`config.mk`:
```
export PLATFORM = sky130hd
export DESIGN_NAME = psw_top
export DESIGN_NICKNAME = d
export VERILOG_FILES = /design/src/rtl/psw_pkg.sv /design/src/rtl/psw_detect.sv /design/src/rtl/psw_retry.sv /design/src/rtl/psw_top.sv
export SDC_FILE = /design/constraint.sdc
export NUM_CORES = 1
export LEC_CHECK = 0
export ABC_AREA = 1
export BUFFER_PORTS_ARGS = -buffer_cell sky130_fd_sc_hd__buf_2
export CAP_MARGIN = 20
export CORE_ASPECT_RATIO = 1.25
export CORE_UTILIZATION = 30
export CTS_CLUSTER_SIZE = 40
export DETAILED_ROUTE_END_ITERATION = 7
export SLEW_MARGIN = 5
export SYNTH_ARGS = -nofsm -noshare
export SYNTH_HDL_FRONTEND = slang
export SYNTH_SLANG_ARGS = --single-unit
```
`constraint.sdc`:
```
create_clock -name clk -period 1.55 [get_ports clk]
set_input_delay 0.3875 -clock clk [delete_from_list [all_inputs] [get_ports clk]]
set_output_delay 0.3875 -clock clk [all_outputs]
set_load 0.02 [all_outputs]
```
`src/rtl/psw_pkg.sv`:
```
// Shared constants for the proximity switch output block
package psw_pkg;
    localparam int unsigned CLK_PERIOD_NS = 10;
    localparam int          CNT_W         = 22;

    localparam logic [7:0] ADDR_OUT_INIT = 8'h72;
    localparam logic [7:0] ADDR_HI_UP    = 8'h73;
    localparam logic [7:0] ADDR_HI_LO    = 8'h74;
    localparam logic [7:0] ADDR_LO_UP    = 8'h75;
    localparam logic [7:0] ADDR_LO_LO    = 8'h76;
    localparam logic [7:0] ADDR_OSC3     = 8'h77;
    localparam logic [7:0] ADDR_OUT_TAB  = 8'h78;

    localparam logic [7:0] OUT_SETUP_RESET = 8'h80;
    localparam logic [7:0] THRESH_RESET    = 8'h00;
    localparam logic [7:0] OSC3_RESET      = 8'h1B;
    localparam logic [7:0] OSC3_WR_MASK    = 8'h3F;
    localparam logic [7:0] READ_NONE       = 8'h00;

    localparam int OUT_DRV_HI  = 7;
    localparam int OUT_DRV_LO  = 6;
    localparam int OUT_TOPO    = 5;
    localparam int OUT_NC      = 4;
    localparam int OUT_LED_OFF = 3;
    localparam int OUT_LED_POL = 2;
    localparam int OUT_LED_CUR = 1;
    localparam int OUT_RATIO   = 0;
    localparam int OSC_UR_EN   = 5;
    localparam int OSCILLATION_AMPLITUDE_HI  = 4;
    localparam int OSCILLATION_AMPLITUDE_LO  = 3;
    localparam int OSC_RESP_HI = 2;
    localparam int OSC_RESP_LO = 0;

    localparam logic [1:0] AMP_1V   = 2'h0;
    localparam logic [1:0] AMP_2V   = 2'h1;
    localparam logic [1:0] AMP_4V   = 2'h2;
    localparam logic [1:0] AMP_RSVD = 2'h3;
    localparam logic [2:0] RESP_RSVD = 3'h0;
    localparam logic [2:0] RESP_384  = 3'h3;

    localparam logic [2:0] EARLY_CONV = 3'h3;
    localparam logic [2:0] CONV_SAT   = 3'h4;

    localparam int unsigned RETRY_ON_NS       = 30000;
    localparam int unsigned RETRY_OFF_SLOW_NS = 29970000;
    localparam int unsigned RETRY_OFF_FAST_NS = 3720000;
    localparam int unsigned RETRY_ON_CYC =
        (RETRY_ON_NS + CLK_PERIOD_NS - 1) / CLK_PERIOD_NS;
    localparam int unsigned RETRY_OFF_SLOW_CYC =
        (RETRY_OFF_SLOW_NS + CLK_PERIOD_NS - 1) / CLK_PERIOD_NS;
    localparam int unsigned RETRY_OFF_FAST_CYC =
        (RETRY_OFF_FAST_NS + CLK_PERIOD_NS - 1) / CLK_PERIOD_NS;

    function automatic logic [15:0] join16(input logic [7:0] up,
                                           input logic [7:0] lo);
        return {up, lo};
    endfunction
endpackage

```
`src/rtl/psw_detect.sv`:
```
// Threshold hysteresis and under-range decision
`timescale 1ns/1ps
module psw_detect
    import psw_pkg::*;
(
    input  wire logic        clk,
    input  wire logic        reset_n,
    input  wire logic        ce,
    input  wire logic [15:0] prox_value,
    input  wire logic        prox_valid,
    input  wire logic        under_range,
    input  wire logic        temp_done,
    input  wire logic        ur_en,
    input  wire logic [15:0] hi_thr,
    input  wire logic [15:0] lo_thr,
    output logic             detect_r
);
    logic       temp_seen_r;
    logic [2:0] conv_cnt_r;
    logic       early;

    assign early = conv_cnt_r < EARLY_CONV;

    always_ff @(posedge clk or negedge reset_n) begin
        if (!reset_n) begin
            temp_seen_r <= 1'b0;
        end else if (ce && temp_done) begin
            temp_seen_r <= 1'b1;
        end
    end

    // Saturates; only "fewer than three done" matters
    always_ff @(posedge clk or negedge reset_n) begin
        if (!reset_n) begin
            conv_cnt_r <= 3'h0;
        end else if (ce && prox_valid && conv_cnt_r != CONV_SAT) begin
            conv_cnt_r <= conv_cnt_r + 3'h1;
        end
    end

    always_ff @(posedge clk or negedge reset_n) begin
        if (!reset_n) begin
            detect_r <= 1'b0;
        end else if (ce && prox_valid) begin
            if (under_range) begin
                if (temp_seen_r && (early || ur_en)) begin
                    detect_r <= 1'b1;
                end
            end else if (prox_value > hi_thr) begin
                detect_r <= 1'b1;
            end else if (prox_value < lo_thr) begin
                detect_r <= 1'b0;
            end
        end
    end
endmodule // psw_detect

```
`src/rtl/psw_retry.sv`:
```
// Overload protection retry timer
`timescale 1ns/1ps
module psw_retry
    import psw_pkg::*;
#(
    parameter int unsigned OFF_SLOW_CYC = RETRY_OFF_SLOW_CYC,
    parameter int unsigned OFF_FAST_CYC = RETRY_OFF_FAST_CYC
)
(
    input  wire logic clk,
    input  wire logic reset_n,
    input  wire logic ce,
    input  wire logic conduct_req,
    input  wire logic overload,
    input  wire logic ratio_fast,
    output logic      drive_allow,
    output logic      in_protect
);
    typedef enum logic [1:0] {PSW_NORMAL, PSW_REST, PSW_PROBE}
        psw_retry_state_t;
    psw_retry_state_t   state_r;
    logic [CNT_W-1:0]   cnt_r;
    logic [CNT_W-1:0]   off_last;

    localparam logic [CNT_W-1:0] ON_LAST = CNT_W'(RETRY_ON_CYC - 1);

    assign off_last = ratio_fast ? CNT_W'(OFF_FAST_CYC - 1)
                                 : CNT_W'(OFF_SLOW_CYC - 1);
    assign drive_allow = state_r != PSW_REST;
    assign in_protect  = state_r != PSW_NORMAL;

    // Compare with >= so a ratio change mid-rest cannot overrun
    always_ff @(posedge clk or negedge reset_n) begin
        if (!reset_n) begin
            state_r <= PSW_NORMAL;
            cnt_r   <= '0;
        end else if (ce) begin
            case (state_r)
                PSW_NORMAL: begin
                    cnt_r <= '0;
                    if (conduct_req && overload) begin
                        state_r <= PSW_REST;
                    end
                end
                PSW_REST: begin
                    if (cnt_r >= off_last) begin
                        state_r <= PSW_PROBE;
                        cnt_r   <= '0;
                    end else begin
                        cnt_r <= cnt_r + 1'b1;
                    end
                end
                PSW_PROBE: begin
                    if (cnt_r >= ON_LAST) begin
                        state_r <= overload ? PSW_REST : PSW_NORMAL;
                        cnt_r   <= '0;
                    end else begin
                        cnt_r <= cnt_r + 1'b1;
                    end
                end
                default: begin
                    state_r <= PSW_NORMAL;
                    cnt_r   <= '0;
                end
            endcase
        end
    end
endmodule // psw_retry

```
`src/rtl/psw_top.sv`:
```
// Proximity switch output decision and setup registers
`timescale 1ns/1ps
module psw_top
    import psw_pkg::*;
#(
    parameter int unsigned OFF_SLOW_CYC = RETRY_OFF_SLOW_CYC,
    parameter int unsigned OFF_FAST_CYC = RETRY_OFF_FAST_CYC
)
(
    input  wire logic        clk,
    input  wire logic        reset_n,
    input  wire logic        ce,
    input  wire logic [7:0]  reg_addr,
    input  wire logic [7:0]  reg_wdata,
    input  wire logic        reg_we,
    input  wire logic        reg_re,
    output logic [7:0]       reg_rdata,
    output logic             reg_rvalid,
    input  wire logic [15:0] prox_value,
    input  wire logic        prox_valid,
    input  wire logic        under_range,
    input  wire logic        temp_done,
    input  wire logic        overload,
    output logic             transistor_drive_pin,
    output logic [1:0]       transistor_drive_strength,
    output logic             output_topology_pnp,
    output logic             indicator_led,
    output logic             indicator_strength,
    output logic [1:0]       oscillation_amplitude,
    output logic [2:0]       filter_response,
    output logic             overload_protect
);
    logic [7:0]  out_init_r;
    logic [7:0]  hi_up_r;
    logic [7:0]  hi_lo_r;
    logic [7:0]  lo_up_r;
    logic [7:0]  lo_lo_r;
    logic [7:0]  osc3_r;
    logic [7:0]  out_tab_r;
    logic [7:0]  rdata_r;
    logic        rvalid_r;
    logic        drive_r;
    logic [1:0]  strength_r;
    logic        topo_r;
    logic        led_r;
    logic        led_cur_r;
    logic [1:0]  amp_r;
    logic [2:0]  resp_r;
    logic        protect_r;
    logic [7:0]  rdata_nxt;
    logic [15:0] hi_thr;
    logic [15:0] lo_thr;
    logic        det_state;
    logic        conduct;
    logic        drive_allow;
    logic        in_protect;
    logic        wr;

    assign wr     = ce && reg_we;
    assign hi_thr = join16(hi_up_r, hi_lo_r);
    assign lo_thr = join16(lo_up_r, lo_lo_r);

    always_ff @(posedge clk or negedge reset_n) begin
        if (!reset_n) begin
            out_init_r <= OUT_SETUP_RESET;
            out_tab_r  <= OUT_SETUP_RESET;
        end else if (wr && reg_addr == ADDR_OUT_INIT) begin
            out_init_r <= reg_wdata;
        end else if (wr && reg_addr == ADDR_OUT_TAB) begin
            out_tab_r <= reg_wdata;
        end
    end

    always_ff @(posedge clk or negedge reset_n) begin
        if (!reset_n) begin
            hi_up_r <= THRESH_RESET;
            hi_lo_r <= THRESH_RESET;
        end else if (wr && reg_addr == ADDR_HI_UP) begin
            hi_up_r <= reg_wdata;
        end else if (wr && reg_addr == ADDR_HI_LO) begin
            hi_lo_r <= reg_wdata;
        end
    end

    always_ff @(posedge clk or negedge reset_n) begin
        if (!reset_n) begin
            lo_up_r <= THRESH_RESET;
            lo_lo_r <= THRESH_RESET;
        end else if (wr && reg_addr == ADDR_LO_UP) begin
            lo_up_r <= reg_wdata;
        end else if (wr && reg_addr == ADDR_LO_LO) begin
            lo_lo_r <= reg_wdata;
        end
    end

    // Reserved top bits never stored, so they read back zero
    always_ff @(posedge clk or negedge reset_n) begin
        if (!reset_n) begin
            osc3_r <= OSC3_RESET;
        end else if (wr && reg_addr == ADDR_OSC3) begin
            osc3_r <= reg_wdata & OSC3_WR_MASK;
        end
    end

    always_comb begin
        case (reg_addr)
            ADDR_OUT_INIT: rdata_nxt = out_init_r;
            ADDR_HI_UP:    rdata_nxt = hi_up_r;
            ADDR_HI_LO:    rdata_nxt = hi_lo_r;
            ADDR_LO_UP:    rdata_nxt = lo_up_r;
            ADDR_LO_LO:    rdata_nxt = lo_lo_r;
            ADDR_OSC3:     rdata_nxt = osc3_r;
            ADDR_OUT_TAB:  rdata_nxt = out_tab_r;
            default:       rdata_nxt = READ_NONE;
        endcase
    end

    always_ff @(posedge clk or negedge reset_n) begin
        if (!reset_n) begin
            rdata_r  <= READ_NONE;
            rvalid_r <= 1'b0;
        end else if (ce) begin
            rvalid_r <= reg_re;
            if (reg_re) begin
                rdata_r <= rdata_nxt;
            end
        end
    end

    psw_detect u_detect (
        .clk         (clk),
        .reset_n     (reset_n),
        .ce          (ce),
        .prox_value  (prox_value),
        .prox_valid  (prox_valid),
        .under_range (under_range),
        .temp_done   (temp_done),
        .ur_en       (osc3_r[OSC_UR_EN]),
        .hi_thr      (hi_thr),
        .lo_thr      (lo_thr),
        .detect_r    (det_state)
    );

    // Conduct flips with the normally-closed option
    assign conduct = det_state ^ out_tab_r[OUT_NC];

    psw_retry #(
        .OFF_SLOW_CYC (OFF_SLOW_CYC),
        .OFF_FAST_CYC (OFF_FAST_CYC)
    ) u_retry (
        .clk         (clk),
        .reset_n     (reset_n),
        .ce          (ce),
        .conduct_req (conduct),
        .overload    (overload),
        .ratio_fast  (out_tab_r[OUT_RATIO]),
        .drive_allow (drive_allow),
        .in_protect  (in_protect)
    );

    always_ff @(posedge clk or negedge reset_n) begin
        if (!reset_n) begin
            drive_r   <= 1'b0;
            protect_r <= 1'b0;
        end else if (ce) begin
            drive_r   <= conduct && drive_allow;
            protect_r <= in_protect;
        end
    end

    // LED follows detection, not drive, so protection keeps it honest
    always_ff @(posedge clk or negedge reset_n) begin
        if (!reset_n) begin
            led_r <= 1'b0;
        end else if (ce) begin
            led_r <= !out_tab_r[OUT_LED_OFF]
                     && (det_state ^ out_tab_r[OUT_LED_POL]);
        end
    end

    always_ff @(posedge clk or negedge reset_n) begin
        if (!reset_n) begin
            strength_r <= OUT_SETUP_RESET[OUT_DRV_HI:OUT_DRV_LO];
            topo_r     <= OUT_SETUP_RESET[OUT_TOPO];
            led_cur_r  <= OUT_SETUP_RESET[OUT_LED_CUR];
            amp_r      <= AMP_RSVD;
            resp_r     <= RESP_384;
        end else if (ce) begin
            strength_r <= out_tab_r[OUT_DRV_HI:OUT_DRV_LO];
            topo_r     <= out_tab_r[OUT_TOPO];
            led_cur_r  <= out_tab_r[OUT_LED_CUR];
            amp_r      <= osc3_r[OSCILLATION_AMPLITUDE_HI:OSCILLATION_AMPLITUDE_LO];
            resp_r     <= osc3_r[OSC_RESP_HI:OSC_RESP_LO];
        end
    end

    assign reg_rdata                 = rdata_r;
    assign reg_rvalid                = rvalid_r;
    assign transistor_drive_pin      = drive_r;
    assign transistor_drive_strength = strength_r;
    assign output_topology_pnp       = topo_r;
    assign indicator_led             = led_r;
    assign indicator_strength        = led_cur_r;
    assign oscillation_amplitude     = amp_r;
    assign filter_response           = resp_r;
    assign overload_protect          = protect_r;
endmodule // psw_top

```
-- Yosys cells after proc, flatten, opt, wreduce, memory -nomap -nowiden
Index checks and enable logic that the tools add are counted.
- register bits: 104
- input bits: 41
- output and inout bits: 21
- logic and storage cells: 89
- $add $sub $neg: 2
- magnitude comparators: 5
- equal/unequal tests: 15
- mux-type cells: 14
- bitwise logic cells: 5
- reduce and logical (&&, ||, !) cells: 26
- operators by type and width (cell ; number):
    two-way mux 22 bit ; 3
    == test 8 x 7 -> 1 bit (second input constant) ; 7
    case mux 8 bit (7 select lines) ; 1
    case mux 22 bit (2 select lines) ; 1
    adder 22 x 1 -> 22 bit (second input constant) ; 1
    greater-or-equal comparator 22 x 12 -> 1 bit (second input constant) ; 1
    greater-or-equal comparator 22 bit ; 1
    > comparator 16 bit ; 1
    less-than comparator 16 bit ; 1
    logical AND 1 bit ; 15
    != test 2 x 1 -> 1 bit (second input constant) ; 5
    AND reduction 2 bit ; 4
    two-way mux 2 bit ; 3
    case mux 2 bit (3 select lines) ; 1
    two-way mux 1 bit ; 5
    AND reduction 4 bit ; 1
    adder 3 x 1 -> 3 bit (second input constant) ; 1
    less-than comparator 3 x 2 -> 1 bit (second input constant) ; 1
    != test 3 bit (second input constant) ; 1
    inverter 1 bit ; 3
    AND reduction 3 bit ; 1
    nonzero test 3 bit ; 1
    == test 2 x 1 -> 1 bit (second input constant) ; 1
    == test 2 bit (second input constant) ; 1
    5 further kinds ; 6

-- Depth between registers and ports, before layout
Gate-level depths: netlist of the first run.
- depth after elaboration: 5
- depth in mapped cells: 15
- gate-level depth less buffers: 15

-- Cells and area by module
From an unflattened synthesis of the first run, not the netlist that was laid out.
- cells, all modules: 906
- area, all modules: 6610.1 um2
- modules (own cells, without submodules) (module ; instances ; cells each ; area each (um2) ; sequential area each (um2)):
    psw_top ; 1 ; 439 ; 3580.9 ; 1890.6
    psw_retry ; 1 ; 306 ; 1956.9 ; 600.6
    psw_detect ; 1 ; 161 ; 1072.3 ; 125.1

-- Worst setup path after synthesis of the first run
No wires, ideal clock.
- path kind: flip-flop to flip-flop
- from: reg out_tab_r[0]
- to: reg u_retry.cnt_r[4]
- library setup time: 0.122 ns
- data arrival time: 1.561 ns
- setup slack: -0.133 ns
- stages on the path, launching flop included: 13
- buffers on the path: 1
- cells stage by stage: dfrtp_1 -> inv_1 -> ha_1 -> nand2_1 -> nor2_1 -> nand2_1 -> nor2_1 -> nand2_1 -> nand3_2 -> nand2_2 -> nand2_4 -> buf_12 -> o21ai_2
- cells in the longest elaborated chain, start to end: 4
- ends and longest elaborated chain (what ; RTL line ; RTL):
    start, declared ; psw_top.sv:39 ; logic [7:0] out_tab_r;
    start signal, assigned ; psw_top.sv:70 ; out_tab_r <= reg_wdata;
    two-way mux 22 bit ; psw_retry.sv:27 ; assign off_last = ratio_fast ? CNT_W'(OFF_FAST_CYC - 1)
    greater-or-equal comparator 22 bit ; psw_retry.sv:46 ; if (cnt_r >= off_last) begin
    two-way mux 22 bit ; psw_retry.sv:46 ;
    case mux 22 bit (2 select lines) ; psw_retry.sv:38 ; case (state_r)
    end signal, assigned ; psw_retry.sv:50 ; cnt_r <= cnt_r + 1'b1;
    end signal, assigned ; psw_retry.sv:58 ; cnt_r <= cnt_r + 1'b1;
    end, declared ; psw_retry.sv:22 ; logic [CNT_W-1:0] cnt_r;
Every way passes these cells.
A chain may end at the register's enable or synchronous reset.

-- Worst setup path in the final report of the first run
- from: reg out_tab_r[0]
- to: reg u_retry.cnt_r[9]
The elaborated chain is that of the path after synthesis.

==> qor.log, run 1 <==
[outcome] run status finished with violations
[outcome] violations in the final reports setup timing
[timing] number of setup violations in the final report 24
[global_route] pin count of the biggest net entering global routing 57
[global_route] first-pass GRT wire length 27420 µm
[detailed_routing] count of unresolved DRC violations after routing 0
[logic_synthesis] Synth Area in Simple Gates 26.03%
[logic_synthesis] leading post-synthesis cells by cell area dfrtp_1 38%, nand2_1 15%, ha_1 9.1%
[die] overall die width 130.6 µm
[global_route] Remaining Overflow, GRT 0
[worst_setup_path] Worst Setup Path Type reg2reg
[detailed_routing] number of routed nets with antenna violations 0
[clocking] clock tree from TritonCTS done
[timing] max-slew violation total from the final report 0
[global_route] GR Util met2 29.77%
[detailed_routing] detail-routed net length per standard cell 14.23 µm
[detailed_routing] drt total wl 17420 µm
[timing] share of the cycle needed by the critical path after routing 117.5%
[logic_synthesis] yosys warns 0
[die] initial core utilization 30.74%
[logic_synthesis] synthesized instance count 812
[die] standard cell core area 20170 µm²
[power_and_ir_drop] leakage power summed over all cells 0.003744 µW
[detailed_routing] number of iterations in the first detailed-routing pass 5
[clocking] number of clock sinks seen by CTS 104
[logic_synthesis] Syn Nets 898
[layout] final std cells w/o fill 1224
[place] Detailed Place HPWL 13150 µm
[hold_path] worst hold path class in2reg
[global_route] met3 track demand over resource 2.365%
[die] DIE HEIGHT 162.7 µm
[layout] fin nets 1035
[logic_synthesis] number of distinct library cells after synthesis 39
[logic_synthesis] main flop type after synthesis dfrtp_1
[place] final weighted congestion in routability-driven placement 0.9311
[logic_synthesis] post-synthesis compound-gate area fraction 12.07%
[logic_synthesis] synthesized-area fraction occupied by xor and xnor cells 2.260%
[layout] commonest cells after routing, fill and taps aside 240 x nand2_1, 92 x dfrtp_1, 89 x inv_1, 77 x buf_4, 63 x nor2_1
[worst_setup_path] ordered list of cells on the worst path ha_1, nand2_1, nor2_1, nand2_1, nor2_1, nand2_1, nand3_2, nand2_4, nand2_4, o21ai_2
[clocking] count of H-tree levels built during CTS 3
[layout] count of fill cells added during filler insertion 2118
[layout] Diodes inserted 0
[run] Max Cap Violations 0
[timing] worst clock skew on the final layout 0.009027 ns
[logic_synthesis] Netlist Area Pre-Place 6201 µm²
[die] Boundary Pins 62
[place] number of input and output port buffers inserted 61
[timing] RSZ-0062 raised after global routing yes
[detailed_routing] DR vias/cell 4.572
[worst_setup_path] Req. time, crit path 1.79 ns
[place] number of placed instances, taps included 1200
[timing] hold violation total from the final report 0
[layout] most common cell after layout, fill and taps aside nand2_1
[layout] ratio of cells with drive above 1 in the final layout 27.46%
[logic_synthesis] number of synthesized register bits 104
[clocking] clock edge transition at the registers on the reported setup and hold paths 0.07 ns
[global_route] vias in the first global route 5436
[worst_setup_path] Worst path most repeated cell nand2_1
[layout] share of the core filled with cells in the final layout 39.80%
[power_and_ir_drop] Peak VDD IR 0.5174 mV
[logic_synthesis] share of Yosys cell area claimed by the top area cell type 37.53%
[detailed_routing] number of violations reported at the end of detailed-routing iteration 0 268
[die] full die area 21250 µm²
[clocking] clock root buffer master clkbuf_16
[logic_synthesis] number of flops mapped to enable cells by yosys 0
[clocking] later-pin clock latency in the skew report 0.36 ns
[worst_setup_path] Critical Path Slowest Stage Cell dfrtp_2
[detailed_routing] routed vias 5596
[logic_synthesis] async set-or-reset flop fraction in the synthesized netlist 100.0%
[die] standard-cell row count 58
[layout] area growth from synthesis to final layout 29.50%
[worst_setup_path] Arr. time, crit path 2.07 ns
[global_route] all-layer global routing usage 17.01%
[layout] total area of multi-input combinational cells 3403 µm²
[worst_setup_path] Worst setup SP type register
[global_route] met1 track demand over resource 20.32%
[timing] shortest period the worst path allows 1.822 ns
[global_route] global route hottest layer met2
[logic_synthesis] register area share after synthesis 42.19%
[global_route] antenna violations before repair 0
[timing] Worst Tran Pin Value 0.3651 ns
[timing] Peak Freq 0.5489 GHz
[clocking] Max Root-Sink Buffers 2
[logic_synthesis] cell type with the largest total area after synthesis dfrtp_1
[timing] final worst setup slack -0.2719 ns
[worst_setup_path] biggest cell delay along the critical path 0.49 ns
[logic_synthesis] dominant combinational cell family by area after synthesis simple AND/OR/NAND/NOR gates
[logic_synthesis] synthesized-area fraction occupied by adder cells 9.080%
[worst_setup_path] maximum fanout count along the critical path 9
[worst_setup_path] endpoint type of the worst setup path register
[clocking] number of buffers inserted during clock tree synthesis 9
[timing] worst relative slew slack 75.48%
[layout] sequential cell area 2618 µm²
[logic_synthesis] mean post-synth cell area 7.637 µm²
[power_and_ir_drop] areal power density over the cells 851.2 nW/µm²
[logic_synthesis] multiplexer area fraction after synthesis 0%
==> layout make-up <==
cell class,instances,share of cell area [%]
multi-input combinational,584,42.38
sequential,104,32.60
timing repair buffer,143,12.20
inverter,107,5.033
tap,270,4.207
clock buffer,10,2.976
clock inverter,6,0.6077
==> what timing repair did <==
action | in CTS | in global routing
buffers inserted | 0 | 6
setup endpoints to repair | 25 | 25
resized for setup | 19 | 59
hold buffers | 1 | 0
pin swaps | 7 | 16
gates cloned | 0 | 1
hold endpoints to repair | 12 | 0
==> flip-flops by register name, indices dropped and copies added (netlist names), 2 cells and up <==
signal,cells
oscillation_amplitude,2
lo_up_r,8
osc3_r,6
out_init_r,8
lo_lo_r,8
hi_up_r,8
transistor_drive_strength,2
hi_lo_r,8
filter_response,3
u_retry.state_r,2
u_retry.cnt_r,22
reg_rdata,8
u_detect.conv_cnt_r,3
out_tab_r,8
==> cell usage after synthesis (2+ instances only) <==
master / count
ha_1: 45
inv_2: 2
buf_2: 9
buf_6: 3
clkbuf_1: 3
o21ai_0: 71
o22ai_1: 14
inv_1: 105
o21ai_2: 9
buf_1: 2
nand2_1: 250
o21a_1: 2
nand4_1: 7
dfrtp_1: 93
nand3_1: 31
nand2_2: 10
nand3_2: 2
dfstp_2: 11
nor2_1: 65
o21ai_1: 15
nor2_2: 2
xor2_1: 11
nor3_1: 12
xnor2_1: 5
a21oi_1: 19
==> worst max-delay path: cells and delay by family, from the launching register on <==
family,cells,cell delay (ns)
simple gates,8,0.84
flops,1,0.49
fa+ha+maj,1,0.31
compound gates,1,0.07
==> metal layers <==
| metal | part of all wire, % | vias up |
|---|---|---|
| met5 | 0 | - |
| met4 | 3.2 | 0 |
| met3 | 2.7 | 34 |
| met2 | 52 | 95 |
| met1 | 42 | 2597 |
| li1 | - | 2870 |
==> power by group <==
part           total, µW  internal (µW)  switching (µW)
Sequential          3030           2890             137
Clock               2280           1160            1120
Combinational       1530            609             919
==> through the flow <==
stage	worst slack, ns	hold slack [ns]	TNS (ns)	power [µW]	instance area (µm²)
final	-0.2719	0.2521	-5.902	6836	8030
after global routing	-0.3801	0.2569	-8.521	7207	8030
after CTS	-0.2191	0.2475	-4.552	6760	7729
after detailed placement	-0.3831	0.2694	-9.537	4400	7360
after global placement	-0.3131	0.2678	-8.556	4371	7360
after floorplan	-0.1061	0.09191	-1.059	3853	6218
==> final timing paths <==
path	start	endpoint	slack, ns	cells after the start
max	out_tab_r[0]	u_retry.cnt_r[9]	-0.27	10
min	temp_done	u_detect.temp_seen_r	0.25	2
max reg2reg	out_tab_r[0]	u_retry.cnt_r[9]	-0.27	10
min reg2reg	filter_response[1]	filter_response[1]	0.46	2
max in group asynchronous	reset_n	oscillation_amplitude[0]	0.49	3
min in group asynchronous	reset_n	lo_up_r[6]	0.43	2
==> cells by family after synthesis <==
family / count (synthesis)
AOI/OAI and AO/OA: 135
xor gates and xnor gates: 16
adders and majority gates: 45
buffers and inverters: 125
DFF: 104
and+or+nand+nor: 387
(Power assumes the default switching activity.)
==> run 2, diff against run 1 <==
--- a/config.mk
+++ b/config.mk
@@ -9,10 +9,12 @@
 export BUFFER_PORTS_ARGS = -buffer_cell sky130_fd_sc_hd__buf_2
 export CAP_MARGIN = 20
 export CORE_ASPECT_RATIO = 1.25
-export CORE_UTILIZATION = 30
+export CORE_UTILIZATION = 45
 export CTS_CLUSTER_SIZE = 40
 export DETAILED_ROUTE_END_ITERATION = 7
+export PLACE_DENSITY = 0.66
 export SLEW_MARGIN = 5
 export SYNTH_ARGS = -nofsm -noshare
 export SYNTH_HDL_FRONTEND = slang
+export SYNTH_HIERARCHICAL = 1
 export SYNTH_SLANG_ARGS = --single-unit
==> constraint.sdc (replaced) <==
create_clock -name clk -period 1.55 [get_ports clk]
set_input_delay 0.3875 -clock clk [delete_from_list [all_inputs] [get_ports clk]]
set_output_delay 0.3875 -clock clk [all_outputs]
set_load 0.1 [all_outputs]
==> run 2 against run 1 <==
Net effect: the run still ends with setup timing left; via count grew 11%; register-to-register slack is essentially flat; synthesized cell count grew 12%; core utilization up 18 points; first-iteration DRC count decreased by 5.2%; cell count up 0.25%; critical endpoint is now u_retry/state_r[1]; power up 6.8%.
==> qor.log, run 2 <==
[logic_synthesis] mean post-synth cell area 7.296 µm²
[timing] hold violation total from the final report 0
[die] Boundary Pins 62
[worst_setup_path] Register-to-Register Path Depth 11
[logic_synthesis] most common library cells after synthesis 290 x nand2_1, 116 x inv_1, 93 x dfrtp_1, 75 x nand3_1, 74 x nor2_1
[worst_setup_path] Arr. time, crit path 2.07 ns
[detailed_routing] count of unresolved DRC violations after routing 0
[layout] area growth from synthesis to final layout 25.48%
[logic_synthesis] async set-or-reset flop fraction in the synthesized netlist 100.0%
[timing] worst clock skew on the final layout 0.01181 ns
[logic_synthesis] number of synthesized register bits 104
[logic_synthesis] share of Yosys cell area claimed by the top area cell type 35.21%
[timing] worst relative slew slack 77.77%
[clocking] Max Root-Sink Buffers 2
[die] initial core utilization 46.08%
[worst_setup_path] Req. time, crit path 1.81 ns
[worst_setup_path] endpoint type of the worst setup path register
[hold_path] end point of the worst hold path u_detect/temp_seen_r
[place] final weighted congestion in routability-driven placement 0.9263
[logic_synthesis] main flop type after synthesis dfrtp_1
[timing] worst hold margin 0.2405 ns
[global_route] Remaining Overflow, GRT 0
[worst_setup_path] endpoint of the lowest-slack register-to-register path u_retry/state_r[1]
[global_route] antenna violations before repair 0
[detailed_routing] drt total wl 18230 µm
[die] standard cell core area 14350 µm²
[detailed_routing] detail-routed net length per standard cell 14.86 µm
[layout] Diodes inserted 0
[detailed_routing] DR vias/cell 5.066
[layout] number of flip-flops in the largest register 22
[clocking] clock edge transition at the registers on the reported setup and hold paths 0.07 ns
[logic_synthesis] synthesized instance count 906
[power_and_ir_drop] leakage power summed over all cells 0.004447 µW
[detailed_routing] number of routed nets with antenna violations 0
[outcome] violations in the final reports setup timing
[logic_synthesis] leading post-synthesis cells by cell area dfrtp_1 35%, nand2_1 16%, ha_1 8.5%
[timing] max-slew violation total from the final report 0
[clocking] clock root buffer master clkbuf_16
[die] standard-cell row count 49
[timing] Peak Freq 0.5503 GHz
[power_and_ir_drop] areal power density over the cells 879.9 nW/µm²
[place] Worst Setup Slack post-DPL -0.2794 ns
[logic_synthesis] number of distinct library cells after synthesis 36
[logic_synthesis] cell type with the largest total area after synthesis dfrtp_1
[clocking] number of buffers inserted during clock tree synthesis 9
[worst_setup_path] Worst setup startpoint out_tab_r[0]
[worst_setup_path] reg2reg start out_tab_r[0]
[logic_synthesis] Syn Nets 992
[hold_path] hold-critical path depth 2
[layout] count of fill cells added during filler insertion 1422
[logic_synthesis] Netlist Area Pre-Place 6610 µm²
[global_route] first-pass GRT wire length 29210 µm
[outcome] run status finished with violations
[timing] share of the cycle needed by the critical path after routing 117.2%
[hold_path] Hold Crit Start temp_done
[clocking] later-pin clock latency in the skew report 0.36 ns
[clocking] count of H-tree levels built during CTS 3
[global_route] all-layer global routing usage 24.83%
[layout] ratio of cells with drive above 1 in the final layout 22.59%
[die] full die area 15180 µm²
[layout] most common cell after layout, fill and taps aside nand2_1
[timing] number of setup violations in the final report 24
[timing] final worst setup slack -0.2672 ns
[detailed_routing] routed vias 6216
[worst_setup_path] Worst setup SP type register
[timing] Worst Tran Pin Value 0.3309 ns
[worst_setup_path] maximum fanout count along the critical path 6
[worst_setup_path] worst setup slack for register-to-register paths -0.27 ns
[die] overall die width 110.4 µm
[layout] fin nets 1130
[die] DIE HEIGHT 137.5 µm
[clocking] clock tree from TritonCTS done
[timing] RSZ-0062 raised after global routing yes
[layout] Reg with most FFs u_retry/cnt_r
[hold_path] worst hold path class in2reg
[clocking] number of clock sinks seen by CTS 104
[layout] commonest cells after routing, fill and taps aside 286 x nand2_1, 112 x inv_1, 92 x dfrtp_1, 82 x buf_4, 75 x nand3_1
[run] Max Cap Violations 0
[global_route] pin count of the biggest net entering global routing 38
[detailed_routing] number of iterations in the first detailed-routing pass 7
[timing] shortest period the worst path allows 1.817 ns
[logic_synthesis] number of flops mapped to enable cells by yosys 0
[power_and_ir_drop] Peak VDD IR 0.6935 mV
[logic_synthesis] yosys warns 6
[detailed_routing] number of violations reported at the end of detailed-routing iteration 0 254
[logic_synthesis] register area share after synthesis 39.58%
[place] Detailed Place HPWL 14050 µm
[place] number of input and output port buffers inserted 61
[global_route] vias in the first global route 5933
[worst_setup_path] Worst Setup Path Type reg2reg
[logic_synthesis] dominant cell by count in the synthesized netlist nand2_1
==> run 2: cell count changes after synthesis, moves of 7 or more <==
cell     change
nand3_1     +44
nand2_1     +40
a21oi_1     +16
o22ai_1     -12
inv_1       +11
o21ai_1     -11
nor2_4      +10
nor2_1       +9
xor2_1       -9
o21ai_2      -7
==> run 2: worst max-delay path by stage <==
stage / end / slack (ns) / cells past startpoint
2_1_floorplan: u_retry/cnt_r[0] / -0.09 / 11
3_3_place_gp: u_retry/cnt_r[9] / -0.22 / 13
3_5_place_dp: u_retry/cnt_r[5] / -0.28 / 13
4_1_cts: u_retry/state_r[1] / -0.26 / 13
5_1_grt: u_retry/state_r[0] / -0.47 / 14
6_report: u_retry/state_r[1] / -0.27 / 11
==> run 2: report_power, final <==
part           internal (µW)  total [µW]  switching [µW]  leakage, µW
combinational            706        1980            1280      0.00301
sequential              2900        3030             134      0.00130
clock                   1130        2280            1150     0.000141
total                   4740        7300            2560      0.00445
==> run 2: cell type report <==
cell class,count,area (µm²),area share (%)
inverters,121,454.2,5.476
well taps,178,222.7,2.685
flip-flops and latches,104,2618,31.56
multi-input cells,662,3541,42.69
repair buffers,146,1164,14.03
clock inverters,7,70.07,0.8448
clock buffers,9,225.2,2.715
==> run 2: repair_timing <==
action / CTS / global route
hold endpoints to repair: 8 / 0
endpoints found under the setup margin: 29 / 36
resized for setup: 7 / 25
pin swaps: 2 / 4
setup buffers: 0 / 8
hold buffers: 1 / 0
==> run 2: kinds of logic after synthesis <==
| logic type | count (synthesis) | share of synthesized area [%] |
|---|---|---|
| AO/OA/AOI/OAI | 114 | 9.010 |
| XOR/XNOR | 6 | 0.7950 |
| adder cells (fa/ha/maj) | 45 | 8.518 |
| flip-flops | 104 | 39.58 |
| AND/OR/NAND/NOR | 492 | 32.67 |
| buffers and inverters | 140 | 8.575 |
| multiplexers | 5 | 0.8517 |
==> run 2: per-layer routing <==
metal | vias up | global-route usage [%] | wire length [µm]
met5 | - | 0 | 0
li1 | 3161 | - | -
met1 | 2843 | 29.06 | 7590
met4 | 0 | 14.52 | 926
met3 | 46 | 3.520 | 696
met2 | 166 | 43.72 | 9020
==> run 2: through the flow <==
stage	utilization, %	power (µW)	cells	setup TNS, ns	instance area [µm²]
6_report	57.81	7298	1227	-5.640	8294
3_5_place_dp	54.32	4988	1202	-6.836	7792
4_1_cts	56.65	7337	1219	-5.596	8127
5_1_grt	57.81	7690	1227	-9.941	8294
3_3_place_gp	54.32	4954	1202	-5.007	7792
2_1_floorplan	-	4277	906	-1.803	6629
==> run 2: critical path, cell delays in order (launching register included) <==
cell and delay (ns):
dfrtp_2 0.47, ha_1 0.31, nand2_1 0.06, inv_1 0.06
nand2_1 0.07, nor3_2 0.16, nand3_1 0.15, nand3_4 0.12
buf_4 0.12, nand3_1 0.07, nand2_1 0.08, nand2_1 0.04
